`src/design/apsm_pkg.sv`:
```
// Package of register map, field positions, reset values and frame layout for the peak monitor
package apsm_pkg;
  // ************************************************************
  // Register offsets
  // ************************************************************
  localparam logic [11:0] ADDR_CTRL   = 12'h270;  // Monitor control
  localparam logic [11:0] ADDR_WIN0   = 12'h271;  // Window length bits 7:0
  localparam logic [11:0] ADDR_WIN1   = 12'h272;  // Window length bits 15:8
  localparam logic [11:0] ADDR_WIN2   = 12'h273;  // Window length bits 23:16
  localparam logic [11:0] ADDR_PEAK0  = 12'h274;  // Peak holding bits 7:0
  localparam logic [11:0] ADDR_PEAK1  = 12'h275;  // Peak holding bits 12:8
  localparam logic [11:0] ADDR_LENA   = 12'h279;  // Link enable a
  localparam logic [11:0] ADDR_LENB   = 12'h27a;  // Link enable b
  localparam logic [11:0] ADDR_SELA   = 12'h559;  // Control bit select a
  localparam logic [11:0] ADDR_SELB   = 12'h55a;  // Control bit select b
  localparam logic [11:0] ADDR_CSPS   = 12'h58f;  // Control bits per sample
  // ************************************************************
  // Fields and reset values
  // ************************************************************
  localparam int          CTRL_PEAK_EN_BIT = 1;         // Peak detect enable
  localparam logic [1:0]  LENA_MASK        = 2'h3;      // Bits 1:0 of link enable a
  localparam int          LENB_BIT         = 1;         // Bit 1 of link enable b
  localparam logic [7:0]  RST_BYTE         = 8'h00;     // Reset of byte registers
  localparam logic [23:0] RST_WIN          = 24'h000000; // Reset of window length
  localparam logic [12:0] MAG_MAX          = 13'h1fff;  // Largest 13-bit magnitude
  // ************************************************************
  // Side channel frame
  // ************************************************************
  localparam int          FRAME_LEN  = 25;              // Bits per frame
  localparam logic [4:0]  FRAME_CNT  = 5'h18;           // Bits left after the first
  localparam logic [4:0]  ID_SUBFR   = 5'h01;           // Start 0 then identifier 0001
  localparam logic [2:0]  PAD_ZEROS  = 3'h0;            // Padding after peak bit 0
  localparam int          FIFO_DEPTH = 32;              // Peak values buffered
endpackage

```
`src/design/apsm_monitor.sv`:
```
// Peak signal monitor: magnitude tracker, window timer, registers, buffer and link serializer
`timescale 1ns/1ns
// Overview of operation
// [RULE1] Track sample magnitude only, 13-bit unsigned
// [RULE2] Window length is 24-bit sample count
// [RULE3] Control register bit 1 enables detection
// [RULE4] Software writes window before enabling detection
// [RULE5] Enable loads timer, counts down each clock
// [RULE6] Keep larger of input and hidden peak
// [RULE7] Detection start seeds peak with current sample
// [RULE8] At timer one, copy peak to holding
// [RULE9] Then reload timer and continue without pause
// [RULE10] First sample of window overwrites stored peak
// [RULE11] Holding value readable and sent on link
// [RULE12] Link channel needs both enable fields set
// [RULE13] Control bits filled from MSB, one used
// [RULE14] Monitor stream uses MSB control bit
// [RULE15] Software programs link output selection registers
// [RULE16] 25-bit frame, MSB first, five subframes
// [RULE17] Receiver reassembles frames using start bits
// [RULE18] Idle ones, ID subframe, then data subframes

// ************************************************************
// Peak buffer FIFO
// ************************************************************
module apsm_fifo #(
  parameter int WIDTH = 13,
  parameter int DEPTH = 32
) (
  input  wire logic             clk,
  input  wire logic             arst_n,
  input  wire logic             in_valid,
  output logic                  in_ready,
  input  wire logic [WIDTH-1:0] in_data,
  output logic                  out_valid,
  input  wire logic             out_ready,
  output logic      [WIDTH-1:0] out_data
);
  localparam int AW = $clog2(DEPTH);
  initial begin
    if (DEPTH < 2 || (1 << AW) != DEPTH) $error("DEPTH must be a power of two");
  end
  logic [WIDTH-1:0] mem_ff [DEPTH];  // Storage array
  logic [AW:0]      wp_ff;           // Write pointer with wrap bit
  logic [AW:0]      rp_ff;           // Read pointer with wrap bit
  logic             push;
  logic             pop;
  assign in_ready  = (wp_ff ^ rp_ff) != {1'b1, {AW{1'b0}}};
  assign out_valid = wp_ff != rp_ff;
  assign push      = in_valid && in_ready;
  assign pop       = out_valid && out_ready;
  assign out_data  = mem_ff[rp_ff[AW-1:0]];
  // Storage write, no reset needed on data
  always_ff @(posedge clk) begin
    if (push) begin
      mem_ff[wp_ff[AW-1:0]] <= in_data;
    end
  end
  // Pointers
  always_ff @(posedge clk or negedge arst_n) begin
    if (!arst_n) begin
      wp_ff <= '0;
      rp_ff <= '0;
    end else begin
      if (push) wp_ff <= wp_ff + (AW+1)'(1);
      if (pop)  rp_ff <= rp_ff + (AW+1)'(1);
    end
  end
endmodule

// ************************************************************
// Monitor top
// ************************************************************
module apsm_monitor
  import apsm_pkg::*;
#(
  parameter int SAMPLE_W = 14
) (
  input  wire logic                clk,
  input  wire logic                arst_n,
  input  wire logic [SAMPLE_W-1:0] sample_in,
  input  wire logic                reg_wr,
  input  wire logic                reg_rd,
  input  wire logic [11:0]         reg_addr,
  input  wire logic [7:0]          reg_wdata,
  output logic      [7:0]          reg_rdata,
  output logic                     reg_rvalid,
  input  wire logic                link_sample_strobe,
  output logic      [2:0]          link_ctrl_bits,
  output logic                     peak_fifo_ready,
  output logic      [12:0]         peak_holding
);
  initial begin
    if (SAMPLE_W < 14) $error("SAMPLE_W must be at least 14");
  end

  // ************************************************************
  // Registers
  // ************************************************************
  logic [7:0]  ctrl_ff;          // Monitor control
  logic [23:0] win_ff;           // Window length setting
  logic [7:0]  lena_ff;          // Link enable a
  logic [7:0]  lenb_ff;          // Link enable b
  logic [7:0]  sela_ff;          // Control bit select a
  logic [7:0]  selb_ff;          // Control bit select b
  logic [7:0]  csps_ff;          // Control bits per sample
  logic [12:0] hold_ff;          // Peak holding
  logic [7:0]  rdata_ff;         // Read data
  logic        rvalid_ff;        // Read answer strobe
  logic [7:0]  nxt_rdata;

  // Register writes; software owns ordering of window before enable [RULE4] [RULE15]
  always_ff @(posedge clk or negedge arst_n) begin
    if (!arst_n) begin
      ctrl_ff <= RST_BYTE;
      win_ff  <= RST_WIN;
      lena_ff <= RST_BYTE;
      lenb_ff <= RST_BYTE;
      sela_ff <= RST_BYTE;
      selb_ff <= RST_BYTE;
      csps_ff <= RST_BYTE;
    end else if (reg_wr) begin
      case (reg_addr)
        ADDR_CTRL: ctrl_ff        <= reg_wdata;  // [RULE3]
        ADDR_WIN0: win_ff[7:0]    <= reg_wdata;  // [RULE2]
        ADDR_WIN1: win_ff[15:8]   <= reg_wdata;  // [RULE2]
        ADDR_WIN2: win_ff[23:16]  <= reg_wdata;  // [RULE2]
        ADDR_LENA: lena_ff        <= reg_wdata;
        ADDR_LENB: lenb_ff        <= reg_wdata;
        ADDR_SELA: sela_ff        <= reg_wdata;
        ADDR_SELB: selb_ff        <= reg_wdata;
        ADDR_CSPS: csps_ff        <= reg_wdata;
        default: ;                                // Unmapped writes ignored
      endcase
    end
  end

  // Read decode; holding register is visible, stored peak is not [RULE11] [RULE6]
  always_comb begin
    case (reg_addr)
      ADDR_CTRL:  nxt_rdata = ctrl_ff;
      ADDR_WIN0:  nxt_rdata = win_ff[7:0];
      ADDR_WIN1:  nxt_rdata = win_ff[15:8];
      ADDR_WIN2:  nxt_rdata = win_ff[23:16];
      ADDR_PEAK0: nxt_rdata = hold_ff[7:0];
      ADDR_PEAK1: nxt_rdata = {3'h0, hold_ff[12:8]};
      ADDR_LENA:  nxt_rdata = lena_ff;
      ADDR_LENB:  nxt_rdata = lenb_ff;
      ADDR_SELA:  nxt_rdata = sela_ff;
      ADDR_SELB:  nxt_rdata = selb_ff;
      ADDR_CSPS:  nxt_rdata = csps_ff;
      default:    nxt_rdata = 8'h00;               // Unmapped reads zero
    endcase
  end

  // Read answer one cycle after the strobe
  always_ff @(posedge clk or negedge arst_n) begin
    if (!arst_n) begin
      rdata_ff  <= 8'h00;
      rvalid_ff <= 1'b0;
    end else begin
      rvalid_ff <= reg_rd;
      if (reg_rd) rdata_ff <= nxt_rdata;
    end
  end
  assign reg_rdata    = rdata_ff;
  assign reg_rvalid   = rvalid_ff;
  assign peak_holding = hold_ff;

  // ************************************************************
  // Magnitude, timer and peak tracking
  // ************************************************************
  logic                en;                 // Peak detect enabled
  logic                en_d_ff;            // Enable of last cycle
  logic [23:0]         timer_ff;           // Period timer
  logic                first_ff;           // Next sample opens a window
  logic [12:0]         peak_ff;            // Hidden stored peak
  logic [SAMPLE_W-1:0] abs_w;
  logic [12:0]         mag_w;
  logic [12:0]         max_w;
  logic [23:0]         win_eff;            // Zero length acts as one
  logic                wend;               // Last sample of window

  assign en      = ctrl_ff[CTRL_PEAK_EN_BIT];                      // [RULE3]
  assign abs_w   = sample_in[SAMPLE_W-1] ? SAMPLE_W'(-sample_in) : sample_in;
  // Full scale negative overflows 13 bits, so clip rather than wrap [RULE1]
  assign mag_w   = (abs_w > SAMPLE_W'(MAG_MAX)) ? MAG_MAX : abs_w[12:0];
  assign max_w   = first_ff ? mag_w : ((mag_w > peak_ff) ? mag_w : peak_ff); // [RULE6]
  assign win_eff = (win_ff == 24'h000000) ? 24'h000001 : win_ff;
  assign wend    = en && en_d_ff && (timer_ff == 24'h000001);

  // Period timer: loaded on enable, reloaded at window end [RULE5] [RULE9]
  always_ff @(posedge clk or negedge arst_n) begin
    if (!arst_n) begin
      en_d_ff  <= 1'b0;
      timer_ff <= 24'h000000;
    end else begin
      en_d_ff <= en;
      if (en && !en_d_ff) begin
        timer_ff <= win_eff;               // [RULE5]
      end else if (wend) begin
        timer_ff <= win_eff;               // [RULE9]
      end else if (en) begin
        timer_ff <= timer_ff - 24'h000001; // [RULE5]
      end
    end
  end

  // Stored peak and window start flag [RULE7] [RULE10]
  always_ff @(posedge clk or negedge arst_n) begin
    if (!arst_n) begin
      first_ff <= 1'b1;
      peak_ff  <= 13'h0000;
    end else begin
      if (!en) begin
        first_ff <= 1'b1;                  // Sample of the second enabled cycle seeds [RULE7]
      end else if (en_d_ff) begin
        peak_ff  <= max_w;                 // [RULE6]
        first_ff <= wend;                  // [RULE10]
      end
    end
  end
  // Holding register captures the window result [RULE8]
  always_ff @(posedge clk or negedge arst_n) begin
    if (!arst_n) begin
      hold_ff <= 13'h0000;
    end else if (wend) begin
      hold_ff <= max_w;                    // [RULE8]
    end
  end
  // ************************************************************
  // Buffer and link serializer
  // ************************************************************
  logic        push_v;
  logic        fifo_ov;
  logic        load;
  logic [12:0] fifo_od;
  logic        link_en;
  logic [23:0] sh_ff;                      // Bits still to send after current
  logic [4:0]  cnt_ff;                     // Bits remaining in frame
  logic [2:0]  cbits_ff;                   // Control bits of current sample
  logic [FRAME_LEN-1:0] frame_w;           // Frame of the peak at the buffer head
  function automatic logic [FRAME_LEN-1:0] build_frame(input logic [12:0] p);
    build_frame = {ID_SUBFR, 1'b0, p[12:9], 1'b0, p[8:5], 1'b0, p[4:1],
                   1'b0, p[0], PAD_ZEROS};                           // [RULE18]
  endfunction
  assign frame_w = build_frame(fifo_od);   // [RULE18]
  // A full buffer drops the newest window result; the holding register still updates
  assign push_v  = wend && link_en;
  assign link_en = ((lena_ff[1:0] & LENA_MASK) == LENA_MASK) && lenb_ff[LENB_BIT]; // [RULE12]
  assign load    = link_sample_strobe && link_en && (cnt_ff == 5'h00) && fifo_ov;
  apsm_fifo #(
    .WIDTH (13),
    .DEPTH (FIFO_DEPTH)
  ) u_fifo (
    .clk       (clk),
    .arst_n    (arst_n),
    .in_valid  (push_v),
    .in_ready  (peak_fifo_ready),
    .in_data   (max_w),
    .out_valid (fifo_ov),
    .out_ready (load),
    .out_data  (fifo_od)
  );

  // Serializer: one bit per link sample, MSB first, idle ones while the buffer is empty [RULE16]
  always_ff @(posedge clk or negedge arst_n) begin
    if (!arst_n) begin
      sh_ff    <= 24'h000000;
      cnt_ff   <= 5'h00;
      cbits_ff <= 3'h0;
    end else if (!link_en) begin
      cnt_ff   <= 5'h00;
      cbits_ff <= 3'h0;                    // [RULE12]
    end else if (link_sample_strobe) begin
      if (load) begin
        cbits_ff <= {frame_w[FRAME_LEN-1], 2'h0};                    // [RULE14]
        sh_ff    <= frame_w[FRAME_LEN-2:0];
        cnt_ff   <= FRAME_CNT;             // [RULE16]
      end else if (cnt_ff != 5'h00) begin
        cbits_ff <= {sh_ff[23], 2'h0};     // [RULE13]
        sh_ff    <= {sh_ff[22:0], 1'b0};
        cnt_ff   <= cnt_ff - 5'h01;
      end else begin
        cbits_ff <= 3'h4;                  // Idle one in MSB position [RULE18]
      end
    end
  end
  assign link_ctrl_bits = cbits_ff;        // Receiver reassembles [RULE17]
endmodule

```
`config.mk`:
```
export PLATFORM = sky130hd
export DESIGN_NAME = apsm_monitor
export DESIGN_NICKNAME = d
export VERILOG_FILES = /design/src/design/apsm_pkg.sv /design/src/design/apsm_monitor.sv
export SDC_FILE = /design/constraint.sdc
export NUM_CORES = 1
export LEC_CHECK = 0
export BUFFER_PORTS_ARGS = -buffer_cell sky130_fd_sc_hd__buf_2
export CELL_PAD_IN_SITES_DETAIL_PLACEMENT = 0
export CELL_PAD_IN_SITES_GLOBAL_PLACEMENT = 1
export CORE_UTILIZATION = 45
export CTS_BUF_LIST = sky130_fd_sc_hd__clkbuf_16
export DETAILED_ROUTE_END_ITERATION = 7
export MAX_ROUTING_LAYER = met4
export PLACE_DENSITY_LB_ADDON = 0.3
export SYNTH_ARGS = -nofsm -noshare
export SYNTH_HDL_FRONTEND = slang
export SYNTH_SLANG_ARGS = --single-unit
```
`constraint.sdc`:
```
create_clock -name clk -period 4.21 [get_ports clk]
set_clock_uncertainty 0.05 [all_clocks]
set_input_delay 0 -clock clk [delete_from_list [all_inputs] [get_ports clk]]
set_output_delay 0 -clock clk [all_outputs]
set_load 0.1 [all_outputs]
```
After elaboration in Yosys (flattened, before gate mapping)
Memories as Yosys holds them, arrays and structs flattened. Cells that the tools add are included. W data, S select, Z words.

Add/subtract/negate cells: 5. Multipliers: 0. Divide/modulo/power cells: 0. Order comparisons: 2. Equal/unequal tests: 18. Shift-type cells: 0. Multiplexer cells: 23. Bitwise gates (word level): 1. Reduce and logical (&&, ||, !) cells: 28.

Operators with widths (number): $mux W24 (6); $eq A12 B10 Y1 const B (8); $pmux W8 S11 (1); $mux W13 (3); $eq A12 B11 Y1 const B (3); $eq A24 B1 Y1 const B (1); $logic_not A24 Y1 (1); $sub A24 B1 Y24 const B (1); $reduce_and A2 Y1 (11); $mux W5 (4); $gt A14 B13 Y1 const B (1); $mux W14 (1); $neg A14 Y14 (1); $gt A13 B13 Y1 (1); $add A6 B1 Y6 const B (2); $mux W3 (4); $logic_and A1 B1 Y1 (10); $ne A6 B6 Y1 (1); $ne A6 B6 Y1 const B (1); $xor A6 B6 Y6 (1); $logic_not A5 Y1 (1); $reduce_bool A5 Y1 (1); $sub A5 B1 Y5 const B (1); $mux W1 (4); 8 further kinds (8).

Register bits after elaboration: 177. Bits in latches: 0. Bits in writable memories: 416. ROM bits: 0. Bits of input ports: 39. Logic and storage cells: 99. Memories kept: 1.

Memories: u_fifo.mem_ff (words 32, width 13, rd ports 1, clocked after memory_dff 0, wr ports 1, RTL line apsm_monitor.sv:43) `logic [WIDTH-1:0] mem_ff [DEPTH];`.

Depth between registers and ports, before layout
Gate-level depths: netlist (run 1).

Depth in word-level cells: 8. Gate-level depth with buffers: 15.

Modules after synthesis
From an unflattened synthesis (run 1), not the netlist that was laid out.

Cells, all modules: 1609. Area total of the unflattened synthesis: 25186.7 um^2.

Modules (own cells, without submodules): apsm_fifo (times used 1, cells each 796, area an instance 16664.7 um^2, sequential area each 12792.3 um^2); apsm_monitor (times used 1, cells each 813, area an instance 8521.9 um^2, sequential area each 4005.1 um^2).

Worst setup path before layout (run 1)
No wires, ideal clock.

Kind: input-to-reg. Start point: in sample_in[5]. End point: mem u_fifo.mem_ff[0][11] (data pin). Library setup time: 390 ps. Arrival time: 3938 ps. Required time: 3770 ps. Path slack: -168 ps. Stages: 12. Path buffers: 1. Cell sequence: or4_4 or4_1 o311ai_1 o311ai_1 inv_1 ha_1 nand4_1 or2_1 or4_1 o21ai_1 buf_4 mux2i_1.

Word-level cells in the longest chain between the ends: 7.

Ends and longest elaborated chain: from (decl) (RTL line apsm_monitor.sv:81) `input wire logic [SAMPLE_W-1:0] sample_in,`; $neg A14 Y14 (RTL line apsm_monitor.sv:185) `assign abs_w = sample_in[SAMPLE_W-1] ? SAMPLE_W'(-sample_in) : sample_in;`; $mux W14 (*) (RTL line apsm_monitor.sv:185); $gt A14 B13 Y1 (RTL line apsm_monitor.sv:187) `assign mag_w = (abs_w > SAMPLE_W'(MAG_MAX)) ? MAG_MAX : abs_w[12:0];`; $mux W13 (*) (RTL line apsm_monitor.sv:187); $gt A13 B13 Y1 (RTL line apsm_monitor.sv:188) `assign max_w = first_ff ? mag_w : ((mag_w > peak_ff) ? mag_w : peak_ff);`; $mux W13 (RTL line apsm_monitor.sv:188); $mux W13 (*) (RTL line apsm_monitor.sv:188); named net max_w[11] (RTL line apsm_monitor.sv:180) `logic [12:0] max_w;`; to (decl) (RTL line apsm_monitor.sv:43).

Mark *: on every way through the listed nets, which the timed path passes. The rest lies on a longest branch.

Worst setup path in the final report (run 1)
Start point: in sample_in[5]. End point: mem u_fifo.mem_ff[28][1] (data pin).

The elaborated chain is that of the path after synthesis.

==> key figures, run 1 <==
Run status
  – Outcome: finished, final reports clean

Detailed routing
  – # DRC: 0
  – Post-Route WL: 68400 µm
  – Avg WL per Cell: 26.0 µm
  – Antenna Violating Nets Remaining: 0
  – Drt first-iter violations: 1555
  – Drt pass-1 iters: 5
  – Via density: 5.96
  – Via count: 15678

Critical path
  – Slowest cell delay on critical path: 0.57 ns
  – Crit path launch type: input port
  – Crit path from: sample_in[5]
  – CP cell instances: dlygate4sd3_1, buf_2, or4_4, or4_1, o311ai_1, o311ai_1, inv_1, ha_1, nand4_1, or2_1, or4_1, o21ai_2, mux2_2, buf_4
  – Crit Path Class: in -> reg
  – Critical path arrival: 4.34 ns
  – Critical-path maximum fanout: 32
  – Critical path capture point type: flip-flop
  – WP data required: 4.52 ns
  – Worst r2r src: timer_ff[1]$_DFFE_PN0P_
  – Worst path slowest cell: or4_1

Synthesis
  – Area share of fa/ha/maj cells after synthesis: 0.0109
  – Synth Area in Compound Gates: 0.0750
  – Largest cells by area after synthesis: edfxtp_1, dfrtp_1, mux4_2
  – Ys async rst share: 0.293
  – Post-Syn Instances: 1667
  – Dominant synthesized flop cell: edfxtp_1
  – Post-synth cell types: 77
  – Mux cell area share after synthesis: 0.145
  – EDFF count, synth: 416
  – Synth Area in Simple Gates: 0.0745
  – Share of the synthesized area in the top cell type: 0.495
  – Largest family of logic cells by synthesized area: multiplexers
  – Number of synthesized register bits: 588
  – Seq/Total Area, Yosys: 0.666
  – Dominant cell type by area after synthesis: edfxtp_1
  – Syn Area/Cell: 15.1 µm²
  – Most frequent cells after synthesis: edfxtp_1, dfrtp_1, mux2_2, nand2_1, nor2_1
  – Ys Warns: 0
  – Cell with the most instances after synthesis: edfxtp_1
  – Post-Syn Area: 0.0252 mm²
  – XOR/XNOR share of the synthesized area: 0.00695

Die
  – Die Ht: 239 µm
  – Core Rows: 86
  – I/O pin cnt: 65
  – Die area: 0.0570 mm²
  – Initial core utilization: 0.457
  – Core area: 0.0552 mm²
  – Chip Width: 239 µm

STA
  – RSZ-0062 raised after global routing: false
  – Final Max Tran Viols: 0
  – Fmax: 248 MHz
  – Minimum clock period after layout: 4.03 ns
  – Final hold vios: 0
  – Slew HR: 0.304
  – Final worst slack: 0.182 ns
  – Setup violators final: 0
  – Least-Margin Pin Slew: 1.04 ns
  – Fin crit share: 0.957

Layout
  – Reg area: 0.0168 mm²
  – Fillers: 4460
  – Util after Layout: 0.533
  – Area Overhead vs Synth: 16.6%
  – Multi-input logic area: 0.00798 mm²
  – Final nets: 1889
  – Share of cells above drive strength 1: 0.243
  – Post-Layout Cell Count: 2630

Worst hold path
  – Worst hold path class: in -> reg
  – Hold path startpoint: sample_in[13]

Place
  – Number of buffers added on ports: 62
  – Cells after DPL: 2479
  – Place WS: 0.0285 ns
  – Gpl congestion: 0.907
  – DP HPWL: 43000 µm

GRT
  – Number of antenna violations at the first check in global routing: 2
  – Largest net degree at the start of global routing: 114
  – Grt ovf: 0
  – All-layer global routing usage: 0.251
  – First-pass GRT wire length: 100000 µm
  – Vias in the first global route: 15299

CTS
  – Root Driver: clkbuf_16
  – Setup bufs post-CTS: 0
  – Clock buffer depth: 3
  – Clock Latency Late Sink: 0.65 ns
  – CTS tree: yes
  – H-tree depth: 2
  – CTS clk-pin slew, worst paths: 0.06 ns
  – CTS sink cnt: 588
  – Total CTS buffers: 60

Power and ir drop
  – Peak supply drop: 0.000338 V
  – PwrDens: 412 mW/mm²
  – Total Power: 12.1 mW
  – Leakage: 10.7 nW

Flow run
  – Max-Cap Viols: 0
stage by stage:
step / instance area, µm² / hold slack, ns / TNS (ns)
3_3_place_gp: 27100 / -0.0307 / 0
3_5_place_dp: 27100 / -0.0283 / 0
5_1_grt: 29400 / 0.0579 / 0
2_1_floorplan: 25200 / -0.346 / -33.27
6_report: 29400 / 0.0280 / 0
4_1_cts: 29400 / 0.00231 / 0
cell families (layout without fill, tap and decap cells):
| family | count (synthesis) | in the layout |
|---|---|---|
| xor+xnor | 20 | 20 |
| flops | 588 | 588 |
| buf+inv | 139 | 350 |
| fa+ha+maj | 22 | 22 |
| mux | 254 | 254 |
| other cells | 1 | 5 |
| compound gates | 277 | 277 |
| simple gates | 366 | 366 |
registers in the layout, summed over array words and instances, names as in the netlist, 8 cells and up:
register       count
reg_rdata          8
u_fifo.mem_ff    416
lena_ff            8
ctrl_ff            8
peak_ff           13
sh_ff             21
lenb_ff            8
peak_holding      13
sela_ff            8
timer_ff          24
csps_ff            8
win_ff            24
selb_ff            8
cell type report:
class	count	area share
Sequential cell	588	0.571
Timing Repair Buffer	190	0.0518
Clock buffer	60	0.0510
Tap cell	748	0.0318
Clock inverter	53	0.0163
Multi-Input combinational cell	941	0.271
Inverter	47	0.00600
Antenna cell	3	0.000255
critical path: cells and delay by family:
family | cells | cell delay [ns]
buffers and inverters | 4 | 0.98
AO/OA/AOI/OAI | 3 | 0.71
AND/OR/NAND/NOR | 5 | 2.02
adder cells (fa/ha/maj) | 1 | 0.16
multiplexers | 1 | 0.45
where the power goes:
| group | switching (mW) | internal (mW) | leakage (nW) | total, mW |
|---|---|---|---|---|
| clock | 2.29 | 2.98 | 1.01 | 5.27 |
| combinational | 0.382 | 0.173 | 3.56 | 0.556 |
| sequential | 0.0245 | 6.27 | 6.10 | 6.30 |
layout by cell type, fill, tap and decap left out, drive strengths merged, types with 26 or more instances in the layout:
master / instances
o22ai: 29
mux2i: 77
clkbuf: 60
a21oi: 47
dlygate4sd3: 34
nand3: 43
nor2: 89
inv: 65
edfxtp: 416
o21ai: 52
nand2: 96
a22oi: 26
mux4: 79
dfrtp: 171
buf: 156
mux2: 98
nand4: 34
timing repair:
action | 4_1_cts | 5_1_grt
resized for setup | 0 | 1
endpoints found under the setup margin | 0 | 4
hold buffers | 35 | 0
endpoints found under the hold margin | 285 | 0
per-layer routing:
layer / vias up / track usage / wire length (µm)
met2: 610 / 0.369 / 31100
li1: 6845 / - / -
met5: - / - / 0
met4: 0 / 0.0744 / 1640
met3: 109 / 0.0588 / 5980
met1: 8114 / 0.348 / 29700
final timing paths:
check,end,slack (ns),depth (start not counted)
setup reg to reg,u_fifo.mem_ff[6][1]$_DFFE_PP_,0.91,9
setup / recovery,u_fifo.mem_ff[28][1]$_DFFE_PP_,0.18,14
min in group asynchronous,u_fifo.rp_ff[1]$_DFFE_PN0P_,0.44,4
hold / removal,peak_ff[9]$_DFFE_PN0P_,0.03,5
hold reg to reg,peak_ff[11]$_DFFE_PN0P_,0.43,2
max in group asynchronous,win_ff[1]$_DFFE_PN0P_,3.04,4
No activity file was read; power rests on OpenSTA's default activity.
==> inputs of run 2 (changes only) <==
- clock period: 4.21 -> 4.4 ns (I/O delays scaled with it)
==> run 2 against run 1 <==
Compared with the run above:
- clock-buffer cell count grew 2
- worst setup slack gained 0.023 ns
- die area is the same
- via count shrank 0.50%
- routed wire length is essentially flat
- register-to-register slack gained 0.21 ns
- sequential power shrank 4.3%
- critical path depth grew 1
- power shrank 2.8%
- core utilization shrank 0.21 points
- cell area shrank 0.39%
- critical endpoint is now u_fifo.mem_ff[25][1]$_DFFE_PP_
- clock power is essentially flat
==> key figures, run 2 (synthesized netlist as in run 1, its figures left out) <==
Detailed routing
  – # DRC: 0
  – Avg WL per Cell: 26.2 µm
  – Drt first-iter violations: 1531
  – Routed wl met2: 31100 µm
  – Via density: 5.97
  – Post-Route WL: 68400 µm
  – Drt pass-1 iters: 5
  – Via count: 15599
  – Metal3 WL: 5570 µm
  – Top Metal Used: met4
  – Antenna Violating Nets Remaining: 0
  – M1 wire length: 29700 µm

Layout
  – Commonest cells after routing, fill and taps aside: edfxtp_1, dfrtp_1, mux2_2, nand2_1, nor2_1
  – Post-Layout Cell Count: 2615
  – Util after Layout: 0.531
  – Final nets: 1876
  – Fillers: 4416
  – Commonest non-fill, non-tap cell in the layout: edfxtp_1
  – Share of cells above drive strength 1: 0.242
  – Max reg flops: 416
  – Area Overhead vs Synth: 16.2%

Die
  – I/O pin cnt: 65
  – Die Ht: 239 µm
  – Die area: 0.0570 mm²
  – Core area: 0.0552 mm²
  – Core Rows: 86
  – Initial core utilization: 0.457
  – Chip Width: 239 µm

Critical path
  – Crit path from: sample_in[5]
  – Critical path capture point type: flip-flop
  – Crit path launch type: input port
  – Crit Path Class: in -> reg
  – Critical path arrival: 4.49 ns
  – Worst r2r src: timer_ff[1]$_DFFE_PN0P_
  – Critical-path maximum fanout: 32
  – WP data required: 4.69 ns
  – R2r setup slk: 1.12 ns

Run status
  – Outcome: finished, final reports clean

STA
  – Slew HR: 0.314
  – Fin crit share: 0.953
  – Setup violators final: 0
  – Least-Margin Pin Slew: 1.00 ns
  – Fmax: 238 MHz
  – Minimum clock period after layout: 4.19 ns
  – Final Max Tran Viols: 0
  – Final hold vios: 0
  – RSZ-0062 raised after global routing: false
  – Total negative slack: 0 ns

Power and ir drop
  – Internal power: 9.23 mW
  – Switching Power: 2.56 mW
  – Sw frac: 0.217
  – Logic pwr share: 0.043
  – Leakage: 10.6 nW
  – Clock power frac: 0.445
  – Total Power: 11.8 mW
  – Register share of total power: 0.511
  – Peak supply drop: 0.000289 V
  – PwrDens: 402 mW/mm²

GRT
  – Grt ovf: 0
  – Number of antenna violations at the first check in global routing: 1
  – All-layer global routing usage: 0.252
  – Vias in the first global route: 15462
  – Largest net degree at the start of global routing: 173
  – First-pass GRT wire length: 101000 µm

CTS
  – Root Driver: clkbuf_16
  – Total CTS buffers: 59
  – Clock Latency Late Sink: 0.63 ns
  – CTS tree: yes
  – Setup bufs post-CTS: 0
  – H-tree depth: 2
  – CTS clk-pin slew, worst paths: 0.06 ns
  – CTS sink cnt: 588
  – Clock buffer depth: 3

Place
  – DP HPWL: 42700 µm
  – Cells after DPL: 2472
  – Number of buffers added on ports: 62
  – Gpl congestion: 0.918

Flow run
  – Max-Cap Viols: 0

Worst hold path
  – Worst hold path class: in -> async
run 2: cell types whose count changed in the layout (fill, tap and decap cells not counted), moves of 2 or more:
cell,previous run,this run
clkinvlp_4,7,3
clkinv_2,7,10
buf_12,11,7
inv_1,65,57
clkinv_1,10,12
bufinv_16,6,9
clkinv_16,3,0
buf_4,81,79
clkbuf_16,60,62
dlygate4sd3_1,34,30
run 2: power groups by stage:
stage / logic (mW) / registers, mW / clock network, mW
floorplan: 0.274 / 6.14 / 0
global placement: 0.474 / 6.14 / 0
detailed placement: 0.488 / 6.14 / 0
CTS: 0.512 / 6.03 / 5.33
global route: 0.571 / 6.03 / 5.54
finish: 0.511 / 6.03 / 5.25
run 2: layout make-up:
cell class                      instances  area (µm²)  share of cell area
Antenna cell                            2        5.00            0.000171
Clock buffer                           62        1550              0.0530
Clock inverter                         49         483              0.0165
Inverter                               47         176             0.00602
Multi-Input combinational cell        941        7990               0.273
Sequential cell                       588       16800               0.574
Tap cell                              748         936              0.0319
Timing Repair Buffer                  178        1350              0.0461
run 2: routing by layer:
layer	track usage	vias to the layer above
met3	0.0522	127
met1	0.351	8043
li1	-	6841
met4	0.0861	0
met5	-	-
met2	0.368	588
run 2: timing repair:
action,CTS,global route
resized for setup,0,2
hold endpoints to repair,282,0
hold buffers,30,0
endpoints found under the setup margin,0,65
run 2: worst max-delay path, cell delays in order:
cell and delay (ns):
dlygate4sd3_1 0.52, buf_2 0.13, or3_1 0.39, o41ai_2 0.32, xor2_1 0.16, dlygate4sd3_1 0.56, nand2_1 0.12, ha_1 0.36
nand4_1 0.13, or2_1 0.24, or4_1 0.57, o21ai_2 0.11, buf_12 0.21, mux2_2 0.40, buf_4 0.24
run 2: worst paths after layout:
path	endpoint	depth (start not counted)
hold reg to reg	peak_ff[6]$_DFFE_PN0P_	2
min in group clk	peak_ff[1]$_DFFE_PN0P_	5
max in group asynchronous	u_fifo.rp_ff[0]$_DFFE_PN0P_	3
hold / removal	timer_ff[9]$_DFFE_PN0P_	3
setup reg to reg	u_fifo.mem_ff[21][7]$_DFFE_PP_	9
setup / recovery	u_fifo.mem_ff[25][1]$_DFFE_PP_	15
run 2: per-stage QoR:
step | worst slack (ns) | hold WS [ns] | instance area [µm²]
2_1_floorplan | 0.0218 | -0.346 | 25200
6_report | 0.205 | 0.0139 | 29300
5_1_grt | 0.0165 | 0.0839 | 29300
3_3_place_gp | 0.251 | 0.180 | 26900
4_1_cts | 0.105 | 0.0121 | 29300
3_5_place_dp | 0.187 | 0.184 | 26900
